**src/core/irq_pkg.sv**
```systemverilog
// constants and register map of the grouped interrupt and tick timer
//
// How it works
// - tick source: 00 system clock, 01 system clock over four, 1x sub clock
// - unused bits of source select and tick control read as zero
// - top bit of tick control runs the tick counter
// - tick period is two to the power eight plus code prescaler cycles
// - a group flag sets whenever any source flag in that group becomes set
// - vector only with global enable set and stack not full, plus group and source enable for a group or tick enable for the tick
// - servicing a group clears that group flag and the global enable
// - servicing leaves source flags alone; software clears them by writes
// - group one holds conversion done and limit compare, each with an enable
// - limit flag sets on an enabled upper or lower bound hit
// - group one also holds capture overflow and capture match, each enabled
// - group two holds pwm period match and three duty matches, each enabled
// - group six holds the two wire flag with its own enable
// - timer period and a match flags, each enabled, in groups three to six
// - tick flag sets on overflow; servicing clears it and the global enable
// - return from interrupt sets the global enable again; plain return does not
// - any flag rising gives a wake pulse, enables ignored
package irq_pkg;
  localparam int DATA_W          = 8;
  localparam int ADDR_W          = 8;
  localparam int GROUPS          = 6;
  localparam int TIMERS          = 4;
  localparam int CNT_W           = 15;
  localparam int PERIOD_EXP_BASE = 8;
  localparam int SRC_W           = 8;
  localparam int EVT_W           = 3;

  // register offsets
  localparam logic [7:0] OFS_PRESCALER_CLOCK_SELECT = 8'h00;
  localparam logic [7:0] OFS_TIME_BASE_CONTROL      = 8'h01;
  localparam logic [7:0] OFS_GLOBAL_CTRL            = 8'h02;
  localparam logic [7:0] OFS_GROUP_ENABLE           = 8'h03;
  localparam logic [7:0] OFS_GROUP_FLAG             = 8'h04;
  localparam logic [7:0] OFS_SOURCE_FLAG            = 8'h05;
  localparam logic [7:0] OFS_SOURCE_ENABLE          = 8'h06;
  localparam logic [7:0] OFS_TIMER_FLAG             = 8'h07;
  localparam logic [7:0] OFS_TIMER_ENABLE           = 8'h08;
  localparam logic [7:0] OFS_TWO_WIRE_CTRL          = 8'h09;
  localparam logic [7:0] OFS_UPPER_BOUND            = 8'h0A;
  localparam logic [7:0] OFS_LOWER_BOUND            = 8'h0B;
  localparam logic [7:0] OFS_IRQ_STATUS             = 8'h0C;
  localparam logic [7:0] OFS_IRQ_CLEAR              = 8'h0D;
  localparam logic [7:0] OFS_IRQ_ENABLE             = 8'h0E;

  // field positions
  localparam int TICK_RUN_BIT   = 7;
  localparam int SRC_SEL_HI_BIT = 1;
  localparam int GLOBAL_EN_BIT  = 0;
  localparam int TICK_EN_BIT    = 1;
  localparam int TICK_FLAG_BIT  = 0;
  localparam int TW_FLAG_BIT    = 0;
  localparam int TW_EN_BIT      = 1;
  localparam int UPPER_EN_BIT   = 2;
  localparam int LOWER_EN_BIT   = 3;
  localparam int EVT_TICK       = 0;
  localparam int EVT_SERVICE    = 1;
  localparam int EVT_WAKE       = 2;
  // source flag layout: conv done, conv limit, cap ovf, cap match, pwm period, duty 0..2
  localparam int G1_LO = 0;
  localparam int G1_HI = 3;
  localparam int G2_LO = 4;
  localparam int G2_HI = 7;
  localparam int FIRST_TIMER_GROUP = 3;

  localparam logic [1:0] SEL_DIV4  = 2'h1;
  localparam logic [1:0] DIV4_LAST = 2'h3;
  localparam logic [2:0] VEC_TICK  = 3'h7;
  localparam logic [2:0] VEC_NONE  = 3'h0;
  localparam logic [7:0] RST_BYTE  = 8'h00;
  localparam logic [CNT_W-1:0] CNT_ZERO = 15'h0000;
  localparam logic [CNT_W-1:0] CNT_ONE  = 15'h0001;
  localparam logic [CNT_W-1:0] CNT_ONES = 15'h7FFF;
endpackage

```
**src/core/grouped_irq_and_tick_timer.sv**
```systemverilog
// grouped interrupt requests and periodic tick timer with register port
//
// Local design decisions: strobed register access and the register offsets.
`timescale 1ns/100ps
module grouped_irq_and_tick_timer (
  // clock, reset, enable
  input  wire logic                         clk_sys,
  input  wire logic                         reset,
  input  wire logic                         clk_en,
  // register port
  input  wire logic [irq_pkg::ADDR_W-1:0]   reg_addr,
  input  wire logic [irq_pkg::DATA_W-1:0]   reg_wdata,
  input  wire logic                         reg_write,
  input  wire logic                         reg_read,
  output logic      [irq_pkg::DATA_W-1:0]   reg_rdata,
  // sub clock pin
  input  wire logic                         sub_clk,
  // peripheral events, one-cycle pulses
  input  wire logic                         conv_done_evt,
  input  wire logic [irq_pkg::DATA_W-1:0]   conv_result,
  input  wire logic                         capture_overflow_evt,
  input  wire logic                         capture_match_evt,
  input  wire logic                         pwm_period_evt,
  input  wire logic [2:0]                   pwm_duty_evt,
  input  wire logic                         two_wire_evt,
  input  wire logic [irq_pkg::TIMERS-1:0]   timer_period_evt,
  input  wire logic [irq_pkg::TIMERS-1:0]   timer_a_evt,
  // core sequencer
  input  wire logic                         stack_full,
  input  wire logic                         irq_ack,
  input  wire logic                         return_from_interrupt,
  output logic                              irq_req,
  output logic      [2:0]                   irq_vector,
  output logic                              wake,
  output logic                              irq_line
);
  localparam int G = irq_pkg::GROUPS;

  logic [1:0]                  tick_source_select;
  logic                        tick_run;
  logic [2:0]                  tick_period_code;
  logic                        global_irq_enable;
  logic                        tick_enable;
  logic [G:1]                  group_enable;
  logic [G:1]                  group_request_flag;
  logic                        tick_request_flag;
  logic [irq_pkg::SRC_W-1:0]   src_flag;
  logic [irq_pkg::SRC_W-1:0]   src_enable;
  logic [irq_pkg::SRC_W-1:0]   timer_flag;
  logic [irq_pkg::SRC_W-1:0]   timer_enable;
  logic                        two_wire_flag;
  logic                        two_wire_enable;
  logic                        upper_bound_trigger_enable;
  logic                        lower_bound_trigger_enable;
  logic [irq_pkg::DATA_W-1:0]  upper_bound;
  logic [irq_pkg::DATA_W-1:0]  lower_bound;
  logic [irq_pkg::EVT_W-1:0]   irq_status;
  logic [irq_pkg::EVT_W-1:0]   irq_mask;
  logic [1:0]                  div4_cnt;
  logic [irq_pkg::CNT_W-1:0]   tick_cnt;
  logic                        sub_meta;
  logic                        sub_sync;
  logic                        sub_prev;

  // ----------------------------------------
  // helpers
  // ----------------------------------------
  function automatic logic wr(input logic [irq_pkg::ADDR_W-1:0] ofs);
    wr = reg_write && (reg_addr == ofs);
  endfunction

  function automatic logic [irq_pkg::CNT_W-1:0] period_last(input logic [2:0] code);
    period_last = ~(irq_pkg::CNT_ONES << (irq_pkg::PERIOD_EXP_BASE + int'(code)));
  endfunction

  // lowest active group wins, tick last
  function automatic logic [2:0] pick(input logic [G:1] act, input logic tick_act);
    pick = tick_act ? irq_pkg::VEC_TICK : irq_pkg::VEC_NONE;
    for (int g = G; g >= 1; g--) begin
      if (act[g]) begin
        pick = 3'(g);
      end
    end
  endfunction

  // ----------------------------------------
  // event decode
  // ----------------------------------------
  logic                       conv_limit_hit;
  logic [irq_pkg::SRC_W-1:0]  src_set;
  logic [irq_pkg::SRC_W-1:0]  timer_set;
  logic [G:1]                 group_rise;
  logic [G:1]                 group_act;
  logic                       psc_tick;
  logic                       tick_overflow;
  logic                       serviced;
  logic                       any_rise;

  assign conv_limit_hit = conv_done_evt &&
                          ((upper_bound_trigger_enable && conv_result > upper_bound) ||
                           (lower_bound_trigger_enable && conv_result < lower_bound));
  assign src_set   = {pwm_duty_evt, pwm_period_evt, capture_match_evt, capture_overflow_evt,
                      conv_limit_hit, conv_done_evt};
  assign timer_set = {timer_a_evt, timer_period_evt};
  assign serviced  = clk_en && irq_ack && irq_req;

  // a group rises when a flag goes from clear to set
  assign group_rise[1] = |(src_set[irq_pkg::G1_HI:irq_pkg::G1_LO] &
                           ~src_flag[irq_pkg::G1_HI:irq_pkg::G1_LO]);
  assign group_rise[2] = |(src_set[irq_pkg::G2_HI:irq_pkg::G2_LO] &
                           ~src_flag[irq_pkg::G2_HI:irq_pkg::G2_LO]);
  assign group_act[1]  = group_request_flag[1] && group_enable[1] &&
                         |(src_flag[irq_pkg::G1_HI:irq_pkg::G1_LO] &
                           src_enable[irq_pkg::G1_HI:irq_pkg::G1_LO]);
  assign group_act[2]  = group_request_flag[2] && group_enable[2] &&
                         |(src_flag[irq_pkg::G2_HI:irq_pkg::G2_LO] &
                           src_enable[irq_pkg::G2_HI:irq_pkg::G2_LO]);

  generate
    for (genvar t = 0; t < irq_pkg::TIMERS; t++) begin : g_timer
      localparam int GRP = irq_pkg::FIRST_TIMER_GROUP + t;
      logic rise_t;
      logic act_t;
      assign rise_t = (timer_set[t] && !timer_flag[t]) ||
                      (timer_set[t + irq_pkg::TIMERS] && !timer_flag[t + irq_pkg::TIMERS]);
      assign act_t  = (timer_flag[t] && timer_enable[t]) ||
                      (timer_flag[t + irq_pkg::TIMERS] && timer_enable[t + irq_pkg::TIMERS]);
      if (GRP == G) begin : g_last
        // two wire shares the last group
        assign group_rise[GRP] = rise_t || (two_wire_evt && !two_wire_flag);
        assign group_act[GRP]  = group_request_flag[GRP] && group_enable[GRP] &&
                                 (act_t || (two_wire_flag && two_wire_enable));
      end else begin : g_mid
        assign group_rise[GRP] = rise_t;
        assign group_act[GRP]  = group_request_flag[GRP] && group_enable[GRP] && act_t;
      end
    end
  endgenerate

  assign any_rise = (|group_rise) || (|(group_rise & ~group_request_flag)) ||
                    (tick_overflow && !tick_request_flag);

  // ----------------------------------------
  // tick source and counter
  // ----------------------------------------
  // sub clock is asynchronous; edges read only the second stage
  always_ff @(posedge clk_sys) begin
    if (reset) begin
      sub_meta <= 1'b0;
      sub_sync <= 1'b0;
      sub_prev <= 1'b0;
    end else if (clk_en) begin
      sub_meta <= sub_clk;
      sub_sync <= sub_meta;
      sub_prev <= sub_sync;
    end
  end

  always_ff @(posedge clk_sys) begin
    if (reset) begin
      div4_cnt <= 2'h0;
    end else if (clk_en) begin
      div4_cnt <= div4_cnt + 2'h1;
    end
  end

  always_comb begin
    if (tick_source_select[irq_pkg::SRC_SEL_HI_BIT]) begin
      psc_tick = sub_sync && !sub_prev;
    end else if (tick_source_select == irq_pkg::SEL_DIV4) begin
      psc_tick = (div4_cnt == irq_pkg::DIV4_LAST);
    end else begin
      psc_tick = 1'b1;
    end
  end

  assign tick_overflow = clk_en && tick_run && psc_tick &&
                         (tick_cnt == period_last(tick_period_code));

  always_ff @(posedge clk_sys) begin
    if (reset) begin
      tick_cnt <= irq_pkg::CNT_ZERO;
    end else if (clk_en) begin
      if (!tick_run) begin
        tick_cnt <= irq_pkg::CNT_ZERO;
      end else if (psc_tick) begin
        if (tick_cnt == period_last(tick_period_code)) begin
          tick_cnt <= irq_pkg::CNT_ZERO;
        end else begin
          tick_cnt <= tick_cnt + irq_pkg::CNT_ONE;
        end
      end
    end
  end

  // ----------------------------------------
  // control registers
  // ----------------------------------------
  always_ff @(posedge clk_sys) begin
    if (reset) begin
      tick_source_select <= 2'h0;
      tick_run           <= 1'b0;
      tick_period_code   <= 3'h0;
    end else if (clk_en) begin
      if (wr(irq_pkg::OFS_PRESCALER_CLOCK_SELECT)) begin
        tick_source_select <= reg_wdata[1:0];
      end
      if (wr(irq_pkg::OFS_TIME_BASE_CONTROL)) begin
        tick_run         <= reg_wdata[irq_pkg::TICK_RUN_BIT];
        tick_period_code <= reg_wdata[2:0];
      end
    end
  end

  always_ff @(posedge clk_sys) begin
    if (reset) begin
      group_enable               <= '0;
      src_enable                 <= irq_pkg::RST_BYTE;
      timer_enable               <= irq_pkg::RST_BYTE;
      two_wire_enable            <= 1'b0;
      upper_bound_trigger_enable <= 1'b0;
      lower_bound_trigger_enable <= 1'b0;
      upper_bound                <= irq_pkg::RST_BYTE;
      lower_bound                <= irq_pkg::RST_BYTE;
      tick_enable                <= 1'b0;
      irq_mask                   <= '0;
    end else if (clk_en) begin
      if (wr(irq_pkg::OFS_GROUP_ENABLE))  group_enable <= reg_wdata[G:1];
      if (wr(irq_pkg::OFS_SOURCE_ENABLE)) src_enable   <= reg_wdata;
      if (wr(irq_pkg::OFS_TIMER_ENABLE))  timer_enable <= reg_wdata;
      if (wr(irq_pkg::OFS_UPPER_BOUND))   upper_bound  <= reg_wdata;
      if (wr(irq_pkg::OFS_LOWER_BOUND))   lower_bound  <= reg_wdata;
      if (wr(irq_pkg::OFS_IRQ_ENABLE))    irq_mask     <= reg_wdata[irq_pkg::EVT_W-1:0];
      if (wr(irq_pkg::OFS_GLOBAL_CTRL))   tick_enable  <= reg_wdata[irq_pkg::TICK_EN_BIT];
      if (wr(irq_pkg::OFS_TWO_WIRE_CTRL)) begin
        two_wire_enable            <= reg_wdata[irq_pkg::TW_EN_BIT];
        upper_bound_trigger_enable <= reg_wdata[irq_pkg::UPPER_EN_BIT];
        lower_bound_trigger_enable <= reg_wdata[irq_pkg::LOWER_EN_BIT];
      end
    end
  end

  // service beats a software write in the same cycle
  always_ff @(posedge clk_sys) begin
    if (reset) begin
      global_irq_enable <= 1'b0;
    end else if (clk_en) begin
      if (serviced) begin
        global_irq_enable <= 1'b0;
      end else if (return_from_interrupt) begin
        global_irq_enable <= 1'b1;
      end else if (wr(irq_pkg::OFS_GLOBAL_CTRL)) begin
        global_irq_enable <= reg_wdata[irq_pkg::GLOBAL_EN_BIT];
      end
    end
  end

  // ----------------------------------------
  // flags: written with new value, hardware set wins
  // ----------------------------------------
  always_ff @(posedge clk_sys) begin
    if (reset) begin
      src_flag      <= irq_pkg::RST_BYTE;
      timer_flag    <= irq_pkg::RST_BYTE;
      two_wire_flag <= 1'b0;
    end else if (clk_en) begin
      // only writes clear these
      src_flag   <= (wr(irq_pkg::OFS_SOURCE_FLAG) ? reg_wdata : src_flag) | src_set;
      timer_flag <= (wr(irq_pkg::OFS_TIMER_FLAG) ? reg_wdata : timer_flag) | timer_set;
      two_wire_flag <= (wr(irq_pkg::OFS_TWO_WIRE_CTRL) ? reg_wdata[irq_pkg::TW_FLAG_BIT]
                                                         : two_wire_flag) | two_wire_evt;
    end
  end

  always_ff @(posedge clk_sys) begin
    if (reset) begin
      group_request_flag <= '0;
      tick_request_flag  <= 1'b0;
    end else if (clk_en) begin
      group_request_flag <= ((wr(irq_pkg::OFS_GROUP_FLAG) ? reg_wdata[G:1] : group_request_flag)
                             & ~(serviced ? G'((1 << irq_vector) >> 1) : G'(0)))
                            | group_rise;
      tick_request_flag  <= ((wr(irq_pkg::OFS_GROUP_FLAG) ? reg_wdata[irq_pkg::TICK_FLAG_BIT]
                                                           : tick_request_flag)
                             && !(serviced && irq_vector == irq_pkg::VEC_TICK))
                            || tick_overflow;
    end
  end

  // ----------------------------------------
  // request to the core
  // ----------------------------------------
  // request drops the cycle after the ack so one service never vectors twice
  always_ff @(posedge clk_sys) begin
    if (reset) begin
      irq_req    <= 1'b0;
      irq_vector <= irq_pkg::VEC_NONE;
    end else if (clk_en) begin
      irq_req    <= !serviced && global_irq_enable && !stack_full &&
                    ((|group_act) || (tick_request_flag && tick_enable));
      irq_vector <= pick(group_act, tick_request_flag && tick_enable);
    end
  end

  always_ff @(posedge clk_sys) begin
    if (reset) begin
      wake <= 1'b0;
    end else if (clk_en) begin
      wake <= any_rise || (|(src_set & ~src_flag)) || (|(timer_set & ~timer_flag)) ||
              (two_wire_evt && !two_wire_flag);
    end
  end

  // ----------------------------------------
  // block interrupt line
  // ----------------------------------------
  logic [irq_pkg::EVT_W-1:0] evt_set;
  assign evt_set = {wake, serviced, tick_overflow};

  always_ff @(posedge clk_sys) begin
    if (reset) begin
      irq_status <= '0;
      irq_line   <= 1'b0;
    end else if (clk_en) begin
      irq_status <= (irq_status & ~(wr(irq_pkg::OFS_IRQ_CLEAR) ?
                                    reg_wdata[irq_pkg::EVT_W-1:0] : 3'h0)) | evt_set;
      irq_line   <= |(irq_status & irq_mask);
    end
  end

  // ----------------------------------------
  // read port
  // ----------------------------------------
  always_ff @(posedge clk_sys) begin
    if (reset) begin
      reg_rdata <= irq_pkg::RST_BYTE;
    end else if (clk_en) begin
      reg_rdata <= irq_pkg::RST_BYTE;
      if (reg_read) begin
        if (reg_addr == irq_pkg::OFS_PRESCALER_CLOCK_SELECT) begin
          reg_rdata <= {6'h00, tick_source_select};
        end else if (reg_addr == irq_pkg::OFS_TIME_BASE_CONTROL) begin
          reg_rdata <= {tick_run, 4'h0, tick_period_code};
        end else if (reg_addr == irq_pkg::OFS_GLOBAL_CTRL) begin
          reg_rdata <= {6'h00, tick_enable, global_irq_enable};
        end else if (reg_addr == irq_pkg::OFS_GROUP_ENABLE) begin
          reg_rdata <= {1'b0, group_enable, 1'b0};
        end else if (reg_addr == irq_pkg::OFS_GROUP_FLAG) begin
          reg_rdata <= {1'b0, group_request_flag, tick_request_flag};
        end else if (reg_addr == irq_pkg::OFS_SOURCE_FLAG) begin
          reg_rdata <= src_flag;
        end else if (reg_addr == irq_pkg::OFS_SOURCE_ENABLE) begin
          reg_rdata <= src_enable;
        end else if (reg_addr == irq_pkg::OFS_TIMER_FLAG) begin
          reg_rdata <= timer_flag;
        end else if (reg_addr == irq_pkg::OFS_TIMER_ENABLE) begin
          reg_rdata <= timer_enable;
        end else if (reg_addr == irq_pkg::OFS_TWO_WIRE_CTRL) begin
          reg_rdata <= {4'h0, lower_bound_trigger_enable, upper_bound_trigger_enable,
                        two_wire_enable, two_wire_flag};
        end else if (reg_addr == irq_pkg::OFS_UPPER_BOUND) begin
          reg_rdata <= upper_bound;
        end else if (reg_addr == irq_pkg::OFS_LOWER_BOUND) begin
          reg_rdata <= lower_bound;
        end else if (reg_addr == irq_pkg::OFS_IRQ_STATUS) begin
          reg_rdata <= {5'h00, irq_status};
        end else if (reg_addr == irq_pkg::OFS_IRQ_ENABLE) begin
          reg_rdata <= {5'h00, irq_mask};
        end
      end
    end
  end

endmodule

```
**config.mk**
```make
export PLATFORM = sky130hd
export DESIGN_NAME = grouped_irq_and_tick_timer
export DESIGN_NICKNAME = d
export VERILOG_FILES = /design/src/core/irq_pkg.sv /design/src/core/grouped_irq_and_tick_timer.sv
export SDC_FILE = /design/constraint.sdc
export NUM_CORES = 1
export LEC_CHECK = 0
export ABC_AREA = 1
export BUFFER_PORTS_ARGS = -buffer_cell sky130_fd_sc_hd__buf_2
export CAP_MARGIN = 20
export CORE_ASPECT_RATIO = 2
export CORE_MARGIN = 4
export CORE_UTILIZATION = 55
export DETAILED_ROUTE_END_ITERATION = 12
export PLACE_DENSITY = 0.75
export SLEW_MARGIN = 20
export SYNTH_ARGS = -nofsm -noshare
export SYNTH_HDL_FRONTEND = slang
export SYNTH_SLANG_ARGS = --single-unit
```
**constraint.sdc**
```tcl
create_clock -name clk_sys -period 2 [get_ports clk_sys]
set_input_delay 0.2 -clock clk_sys [delete_from_list [all_inputs] [get_ports clk_sys]]
set_output_delay 0.2 -clock clk_sys [all_outputs]
set_load 0.02 [all_outputs]
```
==> Yosys cells after proc, flatten, opt, wreduce, memory -nomap -nowiden <==
Cells that the tools add are included.
{ "totals": {"reg_bits": 113, "in_bits": 49, "output_inout_bits": 14, "word_cells": 232} }
{ "op_classes": {"add_sub_neg": 3, "order_cmp": 2, "eq_ne": 19, "n_shift": 2, "muxes": 37, "n_bitwise": 23, "n_reduce_logical": 116} }
{ "ops": {"columns": ["op", "count"], "rows": [
  ["8-bit two-way mux", 15],
  ["1-bit logical AND", 60],
  ["8-bit by 4-bit == test with 1-bit output (second input constant)", 7],
  ["15-bit two-way mux", 3],
  ["8-bit by 3-bit == test with 1-bit output (second input constant)", 4],
  ["3-bit two-way mux", 10],
  ["2-bit AND reduction", 12],
  ["1-bit logical OR", 18],
  ["4-bit AND", 4],
  ["8-bit AND", 2],
  ["8-bit by 2-bit == test with 1-bit output (second input constant)", 2],
  ["8-bit inverter", 2],
  ["8-bit OR", 2],
  ["4-bit OR reduction", 4],
  ["8-bit OR reduction", 2],
  ["15-bit by 1-bit adder with 15-bit output (second input constant)", 1],
  ["15-bit == test", 1],
  ["15-bit inverter", 1],
  ["15-bit by 5-bit left shift with 15-bit output (first input constant)", 1],
  ["1-bit logical NOT", 14],
  ["6-bit AND", 2],
  ["6-bit two-way mux", 2],
  ["6-bit inverter", 2],
  ["12-bit OR reduction", 1],
  ["other kinds (21)", 30]
]} }

==> Longest topological paths before layout <==
Gate-level depths: netlist (run 1).
{ "depth": {"word_depth": 16, "mapped_depth": 15, "mapped_depth_nobuf": 15} }

==> Least setup slack after synthesis (run 1) <==
OpenSTA, ideal clock, no wires.
{ "synth_path": {"kind": "register to register", "start": "register tick_cnt[0] in the netlist's numbering", "end": "register tick_cnt[12] in the netlist's numbering", "setup_time_ns": 0.115, "t_arrival_ns": 1.511, "required_time_ns": 1.885, "path_slack_ns": 0.374, "path_stages_with_launch": 12, "path_buffers": 0, "period_less_slack_ns": 1.626, "cell_sequence": "dfxtp_1 ha_1 nand2_1 nor2_1 nand2_1 nor2_1 nand2_1 nor2_4 nand2_4 nand2_4 o21ai_0 and3_1"} }
{ "synth_between": {"elab_chain_cells": 4, "word_cells_on_any_way": 5, "cone_classes": "1 x add/sub; 1 x eq/ne; 3 x mux"} }
{ "synth_rtl": {"columns": ["element", "line", "rtl"], "rows": [
  ["start: declaration", "grouped_irq_and_tick_timer.sv:60", "logic [irq_pkg::CNT_W-1:0] tick_cnt;"],
  ["start signal: assignment", "grouped_irq_and_tick_timer.sv:182", "tick_cnt <= irq_pkg::CNT_ZERO;"],
  ["start signal: assignment", "grouped_irq_and_tick_timer.sv:185", "tick_cnt <= irq_pkg::CNT_ZERO;"],
  ["start signal: assignment", "grouped_irq_and_tick_timer.sv:188", "tick_cnt <= irq_pkg::CNT_ZERO;"],
  ["15-bit by 1-bit adder with 15-bit output or 15-bit == test (tied branches)", "grouped_irq_and_tick_timer.sv:190, grouped_irq_and_tick_timer.sv:187", null],
  ["15-bit two-way mux (*)", "grouped_irq_and_tick_timer.sv:187", "if (tick_cnt == period_last(tick_period_code)) begin"],
  ["15-bit two-way mux (*)", "grouped_irq_and_tick_timer.sv:186", "end else if (psc_tick) begin"],
  ["15-bit two-way mux (*)", "grouped_irq_and_tick_timer.sv:184", "if (!tick_run) begin"]
]} }
Every way passes the cells marked *; elsewhere a longest branch is shown, timed or not. The select of a mux whose other input is x is not followed.
A chain may end at the register's enable or synchronous reset.

==> Worst setup path in the final report (run 1) <==
{ "layout_path": {"start": "register tick_cnt[0] in the netlist's numbering", "end": "register tick_cnt[0] in the netlist's numbering"} }
The elaborated chain is that of the path after synthesis.

==> Implementation_results.wiki, run 1 <==
{| class="wikitable"
! Metric !! Value
|-
| Source-to-sink clock delay at the later pin of the worst-skew pair || 0.42 ns
|-
| TritonCTS clock tree || done
|-
| Fraction of final layout cells sized beyond drive strength 1 || 0.1748
|-
| Upper clock frequency limit || 541.0 MHz
|-
| Clock input transition at the sequential cells of the worst setup and hold paths || 0.05 ns
|-
| Number of cells produced by synthesis || 898
|-
| DRC viols || 0
|-
| Final design area excluding fillers || 0.007460 mm²
|-
| Final worst path period share || 0.9243
|-
| Hold worst-path end || sub_meta
|-
| Max-Cap Viols || 0
|-
| FF-to-FF setup slack || 0.15 ns
|-
| Overall die area || 0.01336 mm²
|-
| IR Drop Worst-Case VDD || 0.6767 mV
|-
| Number of filler cells placed in the layout || 1057
|-
| Remaining global-route overflow || 0
|-
| Pins Over Slew Limit || 0
|-
| Crit end category || flip-flop
|-
| Final std cells w/o fill || 1126
|-
| Root buf cell || sky130_fd_sc_hd__clkbuf_16
|-
| Via count of the first global-routing pass || 6373
|-
| H-tree Lvls || 4
|-
| Worst path arrival time || 2.11 ns
|-
| Count of input and output buffers || 62
|-
| LEAKAGE || 3.169 nW
|-
| Antenna violations before repair || 0
|-
| Placer Congestion || 0.9675
|-
| Worst slack after detailed placement || 0.09718 ns
|-
| Net count of the finished layout || 1038
|-
| Avg Vias per Cell || 5.834
|-
| DP Area || 0.006834 mm²
|-
| Count of boundary I/O pins || 63
|-
| Area added between synthesis and finish || 18.18%
|-
| Final sum of negative setup slack || 0 ns
|-
| Power density relative to cell area || 803.4 mW/mm²
|-
| Crit Reg-Reg Startpoint || tick_cnt[0]
|-
| Mean cell area of the mapped netlist || 7.029 µm²
|-
| Endpoints failing hold || 0
|-
| Start point of the worst hold path || sub_clk
|-
| DP Cell Count || 1094
|-
| Fraction of post-synthesis cell area in the top cell type by area || 0.3584
|-
| Total CTS buffers || 17
|-
| Final setup violation count || 0
|-
| First-pass GRT wire length || 31840 µm
|-
| Largest net degree at the start of global routing || 70
|-
| Library cell occupying the most area in the post-synthesis netlist || sky130_fd_sc_hd__dfxtp_1
|-
| Sequential share of the synthesized area || 0.3584
|-
| Type of the most critical hold path || in2reg
|-
| Setup crit start kind || flip-flop
|-
| Number of hold-repair buffers added at the cts stage || 0
|-
| Starting utilization of the core area || 0.5593
|-
| Final wirelength || 19970 µm
|-
| Maximum root-to-sink buffer count || 2
|-
| Max-slew headroom || 0.6269
|-
| Number of enable-type register cells in the synthesized netlist || 0
|-
| Setup clock skew after layout || 0.009044 ns
|-
| Largest fanout of any net on the critical path || 10
|-
| Top post-synthesis cells by area || sky130_fd_sc_hd__dfxtp_1 (36%), sky130_fd_sc_hd__nand2_1 (9.6%), sky130_fd_sc_hd__a21oi_1 (8.6%), sky130_fd_sc_hd__inv_1 (7.1%), sky130_fd_sc_hd__o21ai_0 (6.5%)
|-
| Global Route Usage Sum || 0.3009
|-
| Nets in the synthesized netlist || 964
|-
| Drt initial violations || 499
|-
| DR WL/cell || 17.74 µm
|-
| Clock Sink Count || 113
|-
| Proportion of synthesized flip-flops having asynchronous set or reset || 0
|-
| Reg-to-Reg End || tick_cnt[0]
|-
| Warnings from Yosys || 0
|-
| Cell row count || 55
|-
| Antenna-violating nets left || 0
|-
| Worst slew pin tran || 0.5596 ns
|-
| Core Region || 0.01129 mm²
|-
| CP required || 2.26 ns
|-
| Count of cells along the worst hold path || 3
|-
| Result of the run || complete, no violations
|-
| Logic depth of the worst register-to-register path || 12
|-
| Count of antenna diodes in the layout || 0
|-
| Synthesized flop and latch total || 113
|-
| Top flip-flop cell by instance count after synthesis || sky130_fd_sc_hd__dfxtp_1
|-
| Final WS setup || 0.1514 ns
|-
| Die Wd || 83.75 µm
|-
| Final Critical Period || 1.849 ns
|-
| Total number of vias || 6569
|-
| Half-perimeter wire length after placement || 14740 µm
|-
| CP Class || reg2reg
|-
| Number of unique standard cell types used by synthesis || 52
|-
| Number of iterations in the first detailed-routing pass || 6
|-
| Summed instance area of the synthesized netlist || 0.006312 mm²
|-
| Floorplan die height || 159.5 µm
|}
[power breakdown]
group | leakage (nW) | internal (mW) | switching (mW)
clock | 0.297 | 2.10 | 1.07
combinational | 1.95 | 0.158 | 0.307
sequential | 0.919 | 2.30 | 0.0457
[state kept, by name, summed over array words and instances, names as in the netlist, 2 cells and up]
| register | flops |
|---|---|
| timer_flag | 8 |
| upper_bound | 8 |
| irq_vector | 3 |
| tick_cnt | 15 |
| src_flag | 8 |
| div4_cnt | 2 |
| group_enable | 6 |
| tick_source_select | 2 |
| reg_rdata | 8 |
| tick_period_code | 3 |
| irq_mask | 3 |
| group_request_flag | 6 |
| lower_bound | 8 |
| irq_status | 3 |
| src_enable | 8 |
| timer_enable | 8 |
[synth_stat cells, types with 8 or more instances]
master                     number
sky130_fd_sc_hd__inv_2         14
sky130_fd_sc_hd__ha_1          17
sky130_fd_sc_hd__clkbuf_1      14
sky130_fd_sc_hd__o21ai_0       82
sky130_fd_sc_hd__a22oi_1        8
sky130_fd_sc_hd__inv_1        119
sky130_fd_sc_hd__a211oi_1       9
sky130_fd_sc_hd__o221ai_1       8
sky130_fd_sc_hd__nor2_4        13
sky130_fd_sc_hd__nand4_1       12
sky130_fd_sc_hd__o21ai_1       13
sky130_fd_sc_hd__dfxtp_1      113
sky130_fd_sc_hd__o22ai_1       10
sky130_fd_sc_hd__nor2_2         9
sky130_fd_sc_hd__a21oi_1      108
sky130_fd_sc_hd__o211ai_1       9
sky130_fd_sc_hd__nand2_1      162
sky130_fd_sc_hd__nand3_1       39
sky130_fd_sc_hd__nor2_1        57
[how the worst max path moves through the flow]
| stage | slack (ns) | endpoint | start |
|---|---|---|---|
| after global placement | 0.14 | tick_cnt[11] | tick_cnt[0] |
| final | 0.15 | tick_cnt[0] | tick_cnt[0] |
| after global routing | -0.01 | tick_cnt[0] | tick_cnt[0] |
| after CTS | 0.06 | tick_cnt[0] | tick_cnt[0] |
| after floorplan | 0.37 | tick_cnt[12] | tick_cnt[0] |
| after detailed placement | 0.1 | tick_cnt[11] | tick_cnt[0] |
[layout by cell type (no fill, tap or decap), types with 5 or more instances in the layout]
master                      synthesis  layout
sky130_fd_sc_hd__xor2_1             5       5
sky130_fd_sc_hd__nor3_1             7       7
sky130_fd_sc_hd__nor2_1            57      56
sky130_fd_sc_hd__nor2_4            13      13
sky130_fd_sc_hd__o21ai_0           82      80
sky130_fd_sc_hd__a221oi_1           5       5
sky130_fd_sc_hd__inv_2             14      14
sky130_fd_sc_hd__ha_1              17      17
sky130_fd_sc_hd__a21oi_1          108     108
sky130_fd_sc_hd__buf_2              7      62
sky130_fd_sc_hd__nand3_1           39      39
sky130_fd_sc_hd__a22oi_1            8       8
sky130_fd_sc_hd__o221ai_1           8       8
sky130_fd_sc_hd__o211ai_1           9       9
sky130_fd_sc_hd__o22ai_1           10      10
sky130_fd_sc_hd__a211oi_1           9       9
sky130_fd_sc_hd__nor2_2             9      10
sky130_fd_sc_hd__clkbuf_16          0      17
sky130_fd_sc_hd__nand4_1           12      12
sky130_fd_sc_hd__nand2_4            5       5
sky130_fd_sc_hd__nand2_1          162     161
sky130_fd_sc_hd__o21ai_1           13      15
sky130_fd_sc_hd__dfxtp_1          113     111
sky130_fd_sc_hd__inv_1            119     119
sky130_fd_sc_hd__nand2_2            6       7
sky130_fd_sc_hd__buf_4              1      19
[cells by family after synthesis]
logic type      Yosys count  synth area share
simple gates            325            0.2507
buf+inv                 161           0.09931
xor+xnor                  8           0.01110
fa+ha+maj                17           0.03370
compound gates          274            0.2468
flops                   113            0.3584
[final cells by class]
class	instances	area, µm²	share of cell area
clock inverter	10	160.2	0.02147
timing repair buffer	82	473.0	0.06340
tap	142	177.7	0.02382
clock buffer	21	450.4	0.06038
sequential	113	2265	0.3036
multi-input combinational	624	3428	0.4596
inverter	134	505.5	0.06776
[stage by stage]
step,total power [mW],util,hold WS [ns]
floorplan,2.653,-,0.3349
global placement,2.843,0.6055,0.4231
detailed placement,2.849,0.6055,0.4309
CTS,5.986,0.6596,0.008512
global route,6.155,0.6610,0.03204
finish,5.993,0.6610,0.008015
[per-layer routing]
layer  up-vias  track usage  wire (µm)
met5         -            0          0
met4         0       0.2299       1573
met3       110      0.05800       1123
met2       278       0.5308      10260
met1      3014       0.3047       7017
li1       3167            -          -
[critical path, cell delays in order (launching register included)]
cell and delay [ns]:
sky130_fd_sc_hd__dfxtp_2 0.36, sky130_fd_sc_hd__ha_1 0.17, sky130_fd_sc_hd__nand2_1 0.08, sky130_fd_sc_hd__nor2_1 0.11, sky130_fd_sc_hd__nand2_1 0.10, sky130_fd_sc_hd__nor2_2 0.13, sky130_fd_sc_hd__nand2_2 0.10, sky130_fd_sc_hd__nor2_4 0.18
sky130_fd_sc_hd__nand2_4 0.09, sky130_fd_sc_hd__nand2_4 0.11, sky130_fd_sc_hd__inv_2 0.11, sky130_fd_sc_hd__nor2_1 0.10, sky130_fd_sc_hd__a211oi_1 0.06
[repair_timing]
| item | CTS | global route |
|---|---|---|
| buffers inserted | 0 | 1 |
| hold endpoints to repair | 0 | 0 |
| endpoints found under the setup margin | 0 | 17 |
| resized for setup | 0 | 6 |
Power figures use the tool's default switching activity.
==> run 2: changes to the inputs <==
==> constraint.sdc (replaced) <==
create_clock -name clk_sys -period 1.9 [get_ports clk_sys]
set_input_delay 0.19 -clock clk_sys [delete_from_list [all_inputs] [get_ports clk_sys]]
set_output_delay 0.19 -clock clk_sys [all_outputs]
set_load 0.02 [all_outputs]
==> run 2 against run 1 <==
Compared with the run above: the run now ends with negative hold slack left; core utilization grew 1.2 points; die area is the same; sequential power grew 5%; combinational power rose by 6.5%; fmax is 1.5% lower; register-to-register slack worse by 0.13 ns; via count fell by 0.18%; clock skew decreased by 0.0011 ns; global-route usage increased by 0.68 points; critical path depth is 1 higher; worst setup slack got worse by 0.13 ns; largest cell class unchanged.
==> Implementation_results.wiki, run 2 (same netlist as run 1, synthesis figures left out) <==
{| class="wikitable"
! Metric !! Value
|-
| Result of the run || finished, violations left
|-
| Violations in the final reports || negative hold slack
|-
| Largest net degree at the start of global routing || 70 (unchanged)
|-
| Global Route Usage Sum || 0.3078 (+0.006844)
|-
| Die Wd || 83.75 µm (unchanged)
|-
| Number of iterations in the first detailed-routing pass || 7 (+1)
|-
| Critical Path Slowest Stage Cell || sky130_fd_sc_hd__dfxtp_4
|-
| Most frequent standard cell in the layout excluding fill and tap cells || sky130_fd_sc_hd__nand2_1
|-
| Clock Sink Count || 113 (unchanged)
|-
| Worst slew pin tran || 0.4683 ns (-0.09129 ns)
|-
| H-tree Lvls || 4 (unchanged)
|-
| Number of hold-repair buffers added at the cts stage || 0 (unchanged)
|-
| Fraction of final layout cells sized beyond drive strength 1 || 0.1940 (+0.01917)
|-
| Drt initial violations || 450 (-9.8%)
|-
| Final worst path period share || 0.9876 (+0.06326)
|-
| DR WL/cell || 17.86 µm (+0.71%)
|-
| Core Region || 0.01129 mm² (unchanged)
|-
| Commonest cells after routing, fill and taps aside || sky130_fd_sc_hd__nand2_1 (159), sky130_fd_sc_hd__inv_1 (119), sky130_fd_sc_hd__dfxtp_1 (109)
|-
| Via count of the first global-routing pass || 6633 (+4.1%)
|-
| Total number of vias || 6557 (-0.18%)
|-
| Max-Cap Viols || 0 (unchanged)
|-
| Net count of the finished layout || 1048 (+0.96%)
|-
| Final sum of negative setup slack || 0 ns (unchanged)
|-
| Remaining global-route overflow || 0 (unchanged)
|-
| Type of the most critical hold path || in2reg
|-
| Crit end category || flip-flop
|-
| RSZ-0062 raised after global routing || yes
|-
| Pins Over Slew Limit || 0 (unchanged)
|-
| Area added between synthesis and finish || 20.30%
|-
| Power density relative to cell area || 822.5 mW/mm² (+2.4%)
|-
| Setup clock skew after layout || 0.007975 ns (-0.001069 ns)
|-
| Total CTS buffers || 17 (unchanged)
|-
| Number of filler cells placed in the layout || 1018 (-3.7%)
|-
| Final Critical Period || 1.876 ns (+0.02777 ns)
|-
| CP required || 2.21 ns (-0.05 ns)
|-
| Final core utilization || 0.6728 (+0.01186)
|-
| Final setup violation count || 0 (unchanged)
|-
| Starting utilization of the core area || 0.5593 (unchanged)
|-
| Area of the multi-input gates || 0.003473 mm² (+1.3%)
|-
| Antenna-violating nets left || 0 (unchanged)
|-
| Area occupied by registers || 0.002270 mm² (+0.22%)
|-
| Upper clock frequency limit || 532.9 MHz (-1.5%)
|-
| Placer Congestion || 0.9395 (-2.9%)
|-
| Antenna violations before repair || 0 (unchanged)
|-
| Worst slack after detailed placement || 0.02554 ns (-0.07165 ns)
|-
| Cell row count || 55 (unchanged)
|-
| Maximum root-to-sink buffer count || 2 (unchanged)
|-
| Count of antenna diodes in the layout || 0 (unchanged)
|-
| Worst path cell trace || ha_4, nand2_4, nor2_4, nand2_2, nor2_2, nand2_2, nor2_4, nand2_4, buf_4, nand2_8, a21oi_1, o21ai_0, a21oi_1
|-
| Endpoints failing hold || 1 (+1)
|-
| CP peak stage delay || 0.37 ns (about the same)
|-
| Floorplan die height || 159.5 µm (unchanged)
|-
| Setup crit start kind || flip-flop
|-
| IR Drop Worst-Case VDD || 0.7100 mV (+4.9%)
|-
| CP Class || reg2reg
|-
| LEAKAGE || 3.228 nW (+1.9%)
|-
| Number of flip-flops in the largest register || 15 (unchanged)
|-
| Half-perimeter wire length after placement || 14870 µm (+0.92%)
|-
| First-pass GRT wire length || 32820 µm (+3.1%)
|-
| Largest register by flop count || tick_cnt
|-
| Final wirelength || 20310 µm (+1.7%)
|-
| Largest fanout of any net on the critical path || 8 (-2)
|-
| Worst hold margin || -0.001119 ns (-0.009133 ns)
|-
| DP Area || 0.006892 mm² (+0.84%)
|-
| Worst path arrival time || 2.19 ns (+0.08 ns)
|-
| Count of input and output buffers || 62 (unchanged)
|-
| Avg Vias per Cell || 5.767 (-1.1%)
|-
| Overall die area || 0.01336 mm² (unchanged)
|-
| TritonCTS clock tree || done
|-
| DRC viols || 0 (unchanged)
|-
| Root buf cell || sky130_fd_sc_hd__clkbuf_16
|-
| Final design area excluding fillers || 0.007594 mm² (+1.8%)
|-
| Source-to-sink clock delay at the later pin of the worst-skew pair || 0.42 ns (about the same)
|-
| Final WS setup || 0.02364 ns (-0.1278 ns)
|-
| Count of boundary I/O pins || 63 (unchanged)
|-
| Clock input transition at the sequential cells of the worst setup and hold paths || 0.06 ns (about the same)
|-
| Max-slew headroom || 0.6854 (+0.05845)
|}
==> run 2: cell count changes in the layout (fill, tap and decap cells not counted), moves of 2 or more <==
| cell | delta |
|---|---|
| sky130_fd_sc_hd__buf_4 | +9 |
| sky130_fd_sc_hd__clkinvlp_4 | +3 |
| sky130_fd_sc_hd__clkbuf_1 | -2 |
| sky130_fd_sc_hd__dfxtp_1 | -2 |
| sky130_fd_sc_hd__nand2_1 | -2 |
| sky130_fd_sc_hd__nor2_1 | -2 |
==> run 2: worst max-delay path: cells and delay by family (launching register included) <==
family                   cells  cell delay, ns
AND/OR/NAND/NOR              8            0.83
AO/OA/AOI/OAI                3            0.26
flip-flops                   1            0.37
adder cells (fa/ha/maj)      1            0.15
buffers and inverters        1            0.16
==> run 2: final timing paths <==
path                                     from            end  slack, ns  cells after the start
worst max register to register    tick_cnt[1]   tick_cnt[11]       0.02                     13
worst min-delay path                  sub_clk       sub_meta     -0.001                      3
worst max-delay path              tick_cnt[1]   tick_cnt[11]       0.02                     13
worst min register to register  src_enable[4]  src_enable[4]       0.46                      2
==> run 2: final cells by class <==
| class | instances | share of cell area |
|---|---|---|
| Clock inverter | 13 | 0.02126 |
| Timing Repair Buffer | 92 | 0.07382 |
| Tap cell | 142 | 0.02340 |
| Clock buffer | 19 | 0.05833 |
| Multi-Input combinational cell | 624 | 0.4574 |
| Inverter | 134 | 0.06690 |
| Sequential cell | 113 | 0.2989 |
==> run 2: power by group <==
group	switching, mW	internal [mW]	leakage (nW)
Clock	1.19	2.09	0.285
Combinational	0.323	0.171	2.02
Sequential	0.0487	2.42	0.921
Total	1.56	4.69	3.23
==> run 2: timing repair <==
item | in CTS | in global routing
endpoints found under the setup margin | 0 | 19
resized for setup | 0 | 20
setup buffers | 0 | 5
hold endpoints to repair | 0 | 0
==> run 2: per-stage QoR <==
step / std cells / hold WS [ns] / power [mW]
after detailed placement: 1100 / 0.4348 / 3.004
after global placement: 1100 / 0.4168 / 2.998
after CTS: 1132 / 0.007700 / 6.226
after floorplan: 898 / 0.3249 / 2.793
final: 1137 / -0.001119 / 6.246
after global routing: 1137 / 0.02031 / 6.401
==> run 2: metal layers <==
layer | vias up | share of wire | global-route usage
met2 | 263 | 0.51 | 0.5453
met1 | 2991 | 0.35 | 0.3097
li1 | 3191 | - | -
met4 | 0 | 0.078 | 0.2321
met5 | - | 0 | 0
met3 | 112 | 0.058 | 0.06111
==> run 3: changes to the inputs <==
--- a/config.mk
+++ b/config.mk
@@ -6,7 +6,7 @@
 export NUM_CORES = 1
 export LEC_CHECK = 0
 export ABC_AREA = 1
-export BUFFER_PORTS_ARGS = -buffer_cell sky130_fd_sc_hd__buf_2
+export BUFFER_PORTS_ARGS = -buffer_cell sky130_fd_sc_hd__buf_4
 export CAP_MARGIN = 20
 export CORE_ASPECT_RATIO = 2
 export CORE_MARGIN = 4
==> run 3 against run 2 <==
Compared with the run above: the run now ends clean; via count increased by 2.2%; combinational power increased by 7.1%; sequential share of layout area decreased by 0.45 points; critical path depth unchanged; sequential power about the same; flip-flop and latch count unchanged; global-route usage increased by 0.28 points; non-clock buffer count decreased by 2; count of clock-buffer cells in the layout increased by 3; die area unchanged.
==> Implementation_results.wiki, run 3 (same netlist as run 1, synthesis figures left out) <==
{| class="wikitable"
! Metric !! Value
|-
| Result of the run || complete, no violations
|-
| Kind of cell with the highest combined delay on the critical path || simple AND/OR/NAND/NOR gates
|-
| Half-perimeter wire length after placement || 14900 µm (+0.19%)
|-
| H-tree Lvls || 4 (unchanged)
|-
| Number of flip-flops in the largest register || 15 (unchanged)
|-
| Termination of the worst setup path || wake
|-
| Critical Path Slowest Stage Cell || sky130_fd_sc_hd__dfxtp_4
|-
| Global Route Usage Sum || 0.3106 (+0.002829)
|-
| Final sum of negative setup slack || 0 ns (unchanged)
|-
| WP depth || 13 (unchanged)
|-
| Endpoints failing hold || 0 (-1)
|-
| Pins Over Slew Limit || 0 (unchanged)
|-
| Drt initial violations || 490 (+8.9%)
|-
| Worst slew pin tran || 0.5579 ns (+0.08958 ns)
|-
| Floorplan die height || 159.5 µm (unchanged)
|-
| Setup clock skew after layout || 0.007621 ns (-0.0003534 ns)
|-
| Setup crit start kind || flip-flop
|-
| Worst path cell trace || ha_4, nand2_4, nor2_4, nand2_2, nor2_4, nand2_2, nor2_4, nand2_4, nor3_4, nand2_1, nand3_1, nor2_1, nor2_1
|-
| Count of boundary I/O pins || 63 (unchanged)
|-
| Final wirelength || 20780 µm (+2.3%)
|-
| CP required || 2.25 ns (+0.04 ns)
|-
| Worst path arrival time || 2.13 ns (-0.06 ns)
|-
| Clock Sink Count || 113 (unchanged)
|-
| Total buffers and inverters traversed by the critical path || 0 (-1)
|-
| Total CTS buffers || 17 (unchanged)
|-
| Maximum root-to-sink buffer count || 2 (unchanged)
|-
| Area added between synthesis and finish || 22.14%
|-
| Largest net degree at the start of global routing || 70 (unchanged)
|-
| Largest register by flop count || tick_cnt
|-
| Die Wd || 83.75 µm (unchanged)
|-
| Type of the most critical hold path || in2reg
|-
| Final worst path period share || 0.9355 (-0.05206)
|-
| Most frequent cell on the critical path || sky130_fd_sc_hd__nor2_4
|-
| Remaining global-route overflow || 0 (unchanged)
|-
| Max-slew headroom || 0.6281 (-0.05732)
|-
| Logic depth of the worst register-to-register path || 13 (unchanged)
|-
| TritonCTS clock tree || done
|-
| Antenna-violating nets left || 0 (unchanged)
|-
| Most frequent standard cell in the layout excluding fill and tap cells || sky130_fd_sc_hd__nand2_1
|-
| Count of input and output buffers || 62 (unchanged)
|-
| Upper clock frequency limit || 562.6 MHz (+5.6%)
|-
| Root buf cell || sky130_fd_sc_hd__clkbuf_16
|-
| Cell row count || 55 (unchanged)
|-
| Net count of the finished layout || 1046 (-0.19%)
|-
| Count of antenna diodes in the layout || 0 (unchanged)
|-
| Antenna violations before repair || 0 (unchanged)
|-
| Overall die area || 0.01336 mm² (unchanged)
|-
| Source-to-sink clock delay at the later pin of the worst-skew pair || 0.42 ns (about the same)
|-
| Final core utilization || 0.6831 (+0.01031)
|-
| Clock input transition at the sequential cells of the worst setup and hold paths || 0.06 ns (about the same)
|-
| Total number of vias || 6704 (+2.2%)
|-
| Placer Congestion || 0.9924 (+5.6%)
|-
| Core Region || 0.01129 mm² (unchanged)
|-
| Crit end category || flip-flop
|-
| Crit Reg-Reg Startpoint || tick_cnt[1]
|-
| RSZ-0062 raised after global routing || yes
|-
| Reg-to-Reg End || wake
|-
| Number of iterations in the first detailed-routing pass || 5 (-2)
|-
| Starting utilization of the core area || 0.5593 (unchanged)
|-
| Final Critical Period || 1.777 ns (-0.09892 ns)
|-
| Power density relative to cell area || 792.7 mW/mm² (-3.6%)
|-
| DRC viols || 0 (unchanged)
|-
| Max-Cap Viols || 0 (unchanged)
|-
| Fraction of final layout cells sized beyond drive strength 1 || 0.1913 (-0.002630)
|-
| LEAKAGE || 3.245 nW (+0.53%)
|-
| Avg Vias per Cell || 5.907 (+2.4%)
|-
| Via count of the first global-routing pass || 6613 (-0.30%)
|-
| Commonest cells after routing, fill and taps aside || sky130_fd_sc_hd__nand2_1 (158), sky130_fd_sc_hd__inv_1 (119), sky130_fd_sc_hd__dfxtp_1 (111)
|-
| Largest fanout of any net on the critical path || 5 (-3)
|-
| First-pass GRT wire length || 32700 µm (-0.36%)
|-
| DR WL/cell || 18.31 µm (+2.5%)
|-
| Final setup violation count || 0 (unchanged)
|-
| FF-to-FF setup slack || 0.12 ns (+0.10 ns)
|-
| CP peak stage delay || 0.37 ns (about the same)
|-
| Setup crit start || tick_cnt[1]
|-
| IR Drop Worst-Case VDD || 0.8229 mV (+16%)
|-
| CP Class || reg2reg
|}
-- run 3: cell types whose count changed in the layout (fill, tap and decap cells not counted), sizes merged --
cell	before	now
clkinvlp	4	3
clkbuf	19	22
dlygate4sd3	0	1
bufinv	3	2
buf	92	89
inv	135	134
-- run 3: routing by layer --
metal  GRT usage  wire length, µm
met1      0.3038             7203
met2      0.5468            10530
met4      0.2533             1791
met5           0                0
met3     0.06732             1250
-- run 3: final cells by class --
type,instances,area (µm²)
Clock buffer,22,454.2
Tap cell,142,177.7
Fill cell,1026,3576
Clock inverter,10,111.4
Sequential cell,113,2270
Timing Repair Buffer,90,690.7
Inverter,134,508.0
Multi-Input combinational cell,624,3498
-- run 3: worst reg2reg max path, stage by stage (launching register included) --
cell                      delay, ns
sky130_fd_sc_hd__dfxtp_4       0.37
sky130_fd_sc_hd__ha_4          0.15
sky130_fd_sc_hd__nand2_4       0.06
sky130_fd_sc_hd__nor2_4        0.13
sky130_fd_sc_hd__nand2_2       0.08
sky130_fd_sc_hd__nor2_4        0.12
sky130_fd_sc_hd__nand2_2       0.08
sky130_fd_sc_hd__nor2_4        0.18
sky130_fd_sc_hd__nand2_4       0.10
sky130_fd_sc_hd__nor3_4        0.18
sky130_fd_sc_hd__nand2_1       0.08
sky130_fd_sc_hd__nand3_1       0.07
sky130_fd_sc_hd__nor2_1        0.04
sky130_fd_sc_hd__nor2_1        0.08
-- run 3: what timing repair did --
action / CTS / global route
gates cloned: 0 / 0
buffers inserted: 0 / 3
resized for setup: 2 / 24
pin swaps: 0 / 10
setup endpoints to repair: 2 / 19
hold endpoints to repair: 1 / 0
hold buffers: 1 / 0
-- run 3: how the worst min path moves through the flow --
| stage | cells after the start | end | startpoint |
|---|---|---|---|
| floorplan | 2 | sub_meta | sub_clk |
| global placement | 3 | sub_meta | sub_clk |
| detailed placement | 3 | sub_meta | sub_clk |
| CTS | 4 | irq_req | stack_full |
| global route | 4 | irq_req | stack_full |
| finish | 4 | irq_req | stack_full |
-- run 3: power breakdown --
group	internal [mW]	switching [mW]
Sequential	2.42	0.0488
Combinational	0.203	0.327
Clock	1.95	1.16
Total	4.58	1.53
-- run 3: through the flow --
step | setup slack [ns] | hold slack [ns] | cells | instance area, µm² | power (mW)
floorplan | 0.2736 | 0.3249 | 898 | 6312 | 2.793
global placement | -0.08005 | 0.4151 | 1099 | 7027 | 3.030
detailed placement | -0.1033 | 0.4245 | 1099 | 7027 | 3.036
CTS | 0.02200 | 0.05213 | 1132 | 7606 | 6.095
global route | -0.04280 | 0.06143 | 1135 | 7710 | 6.269
finish | 0.1226 | 0.04833 | 1135 | 7710 | 6.112
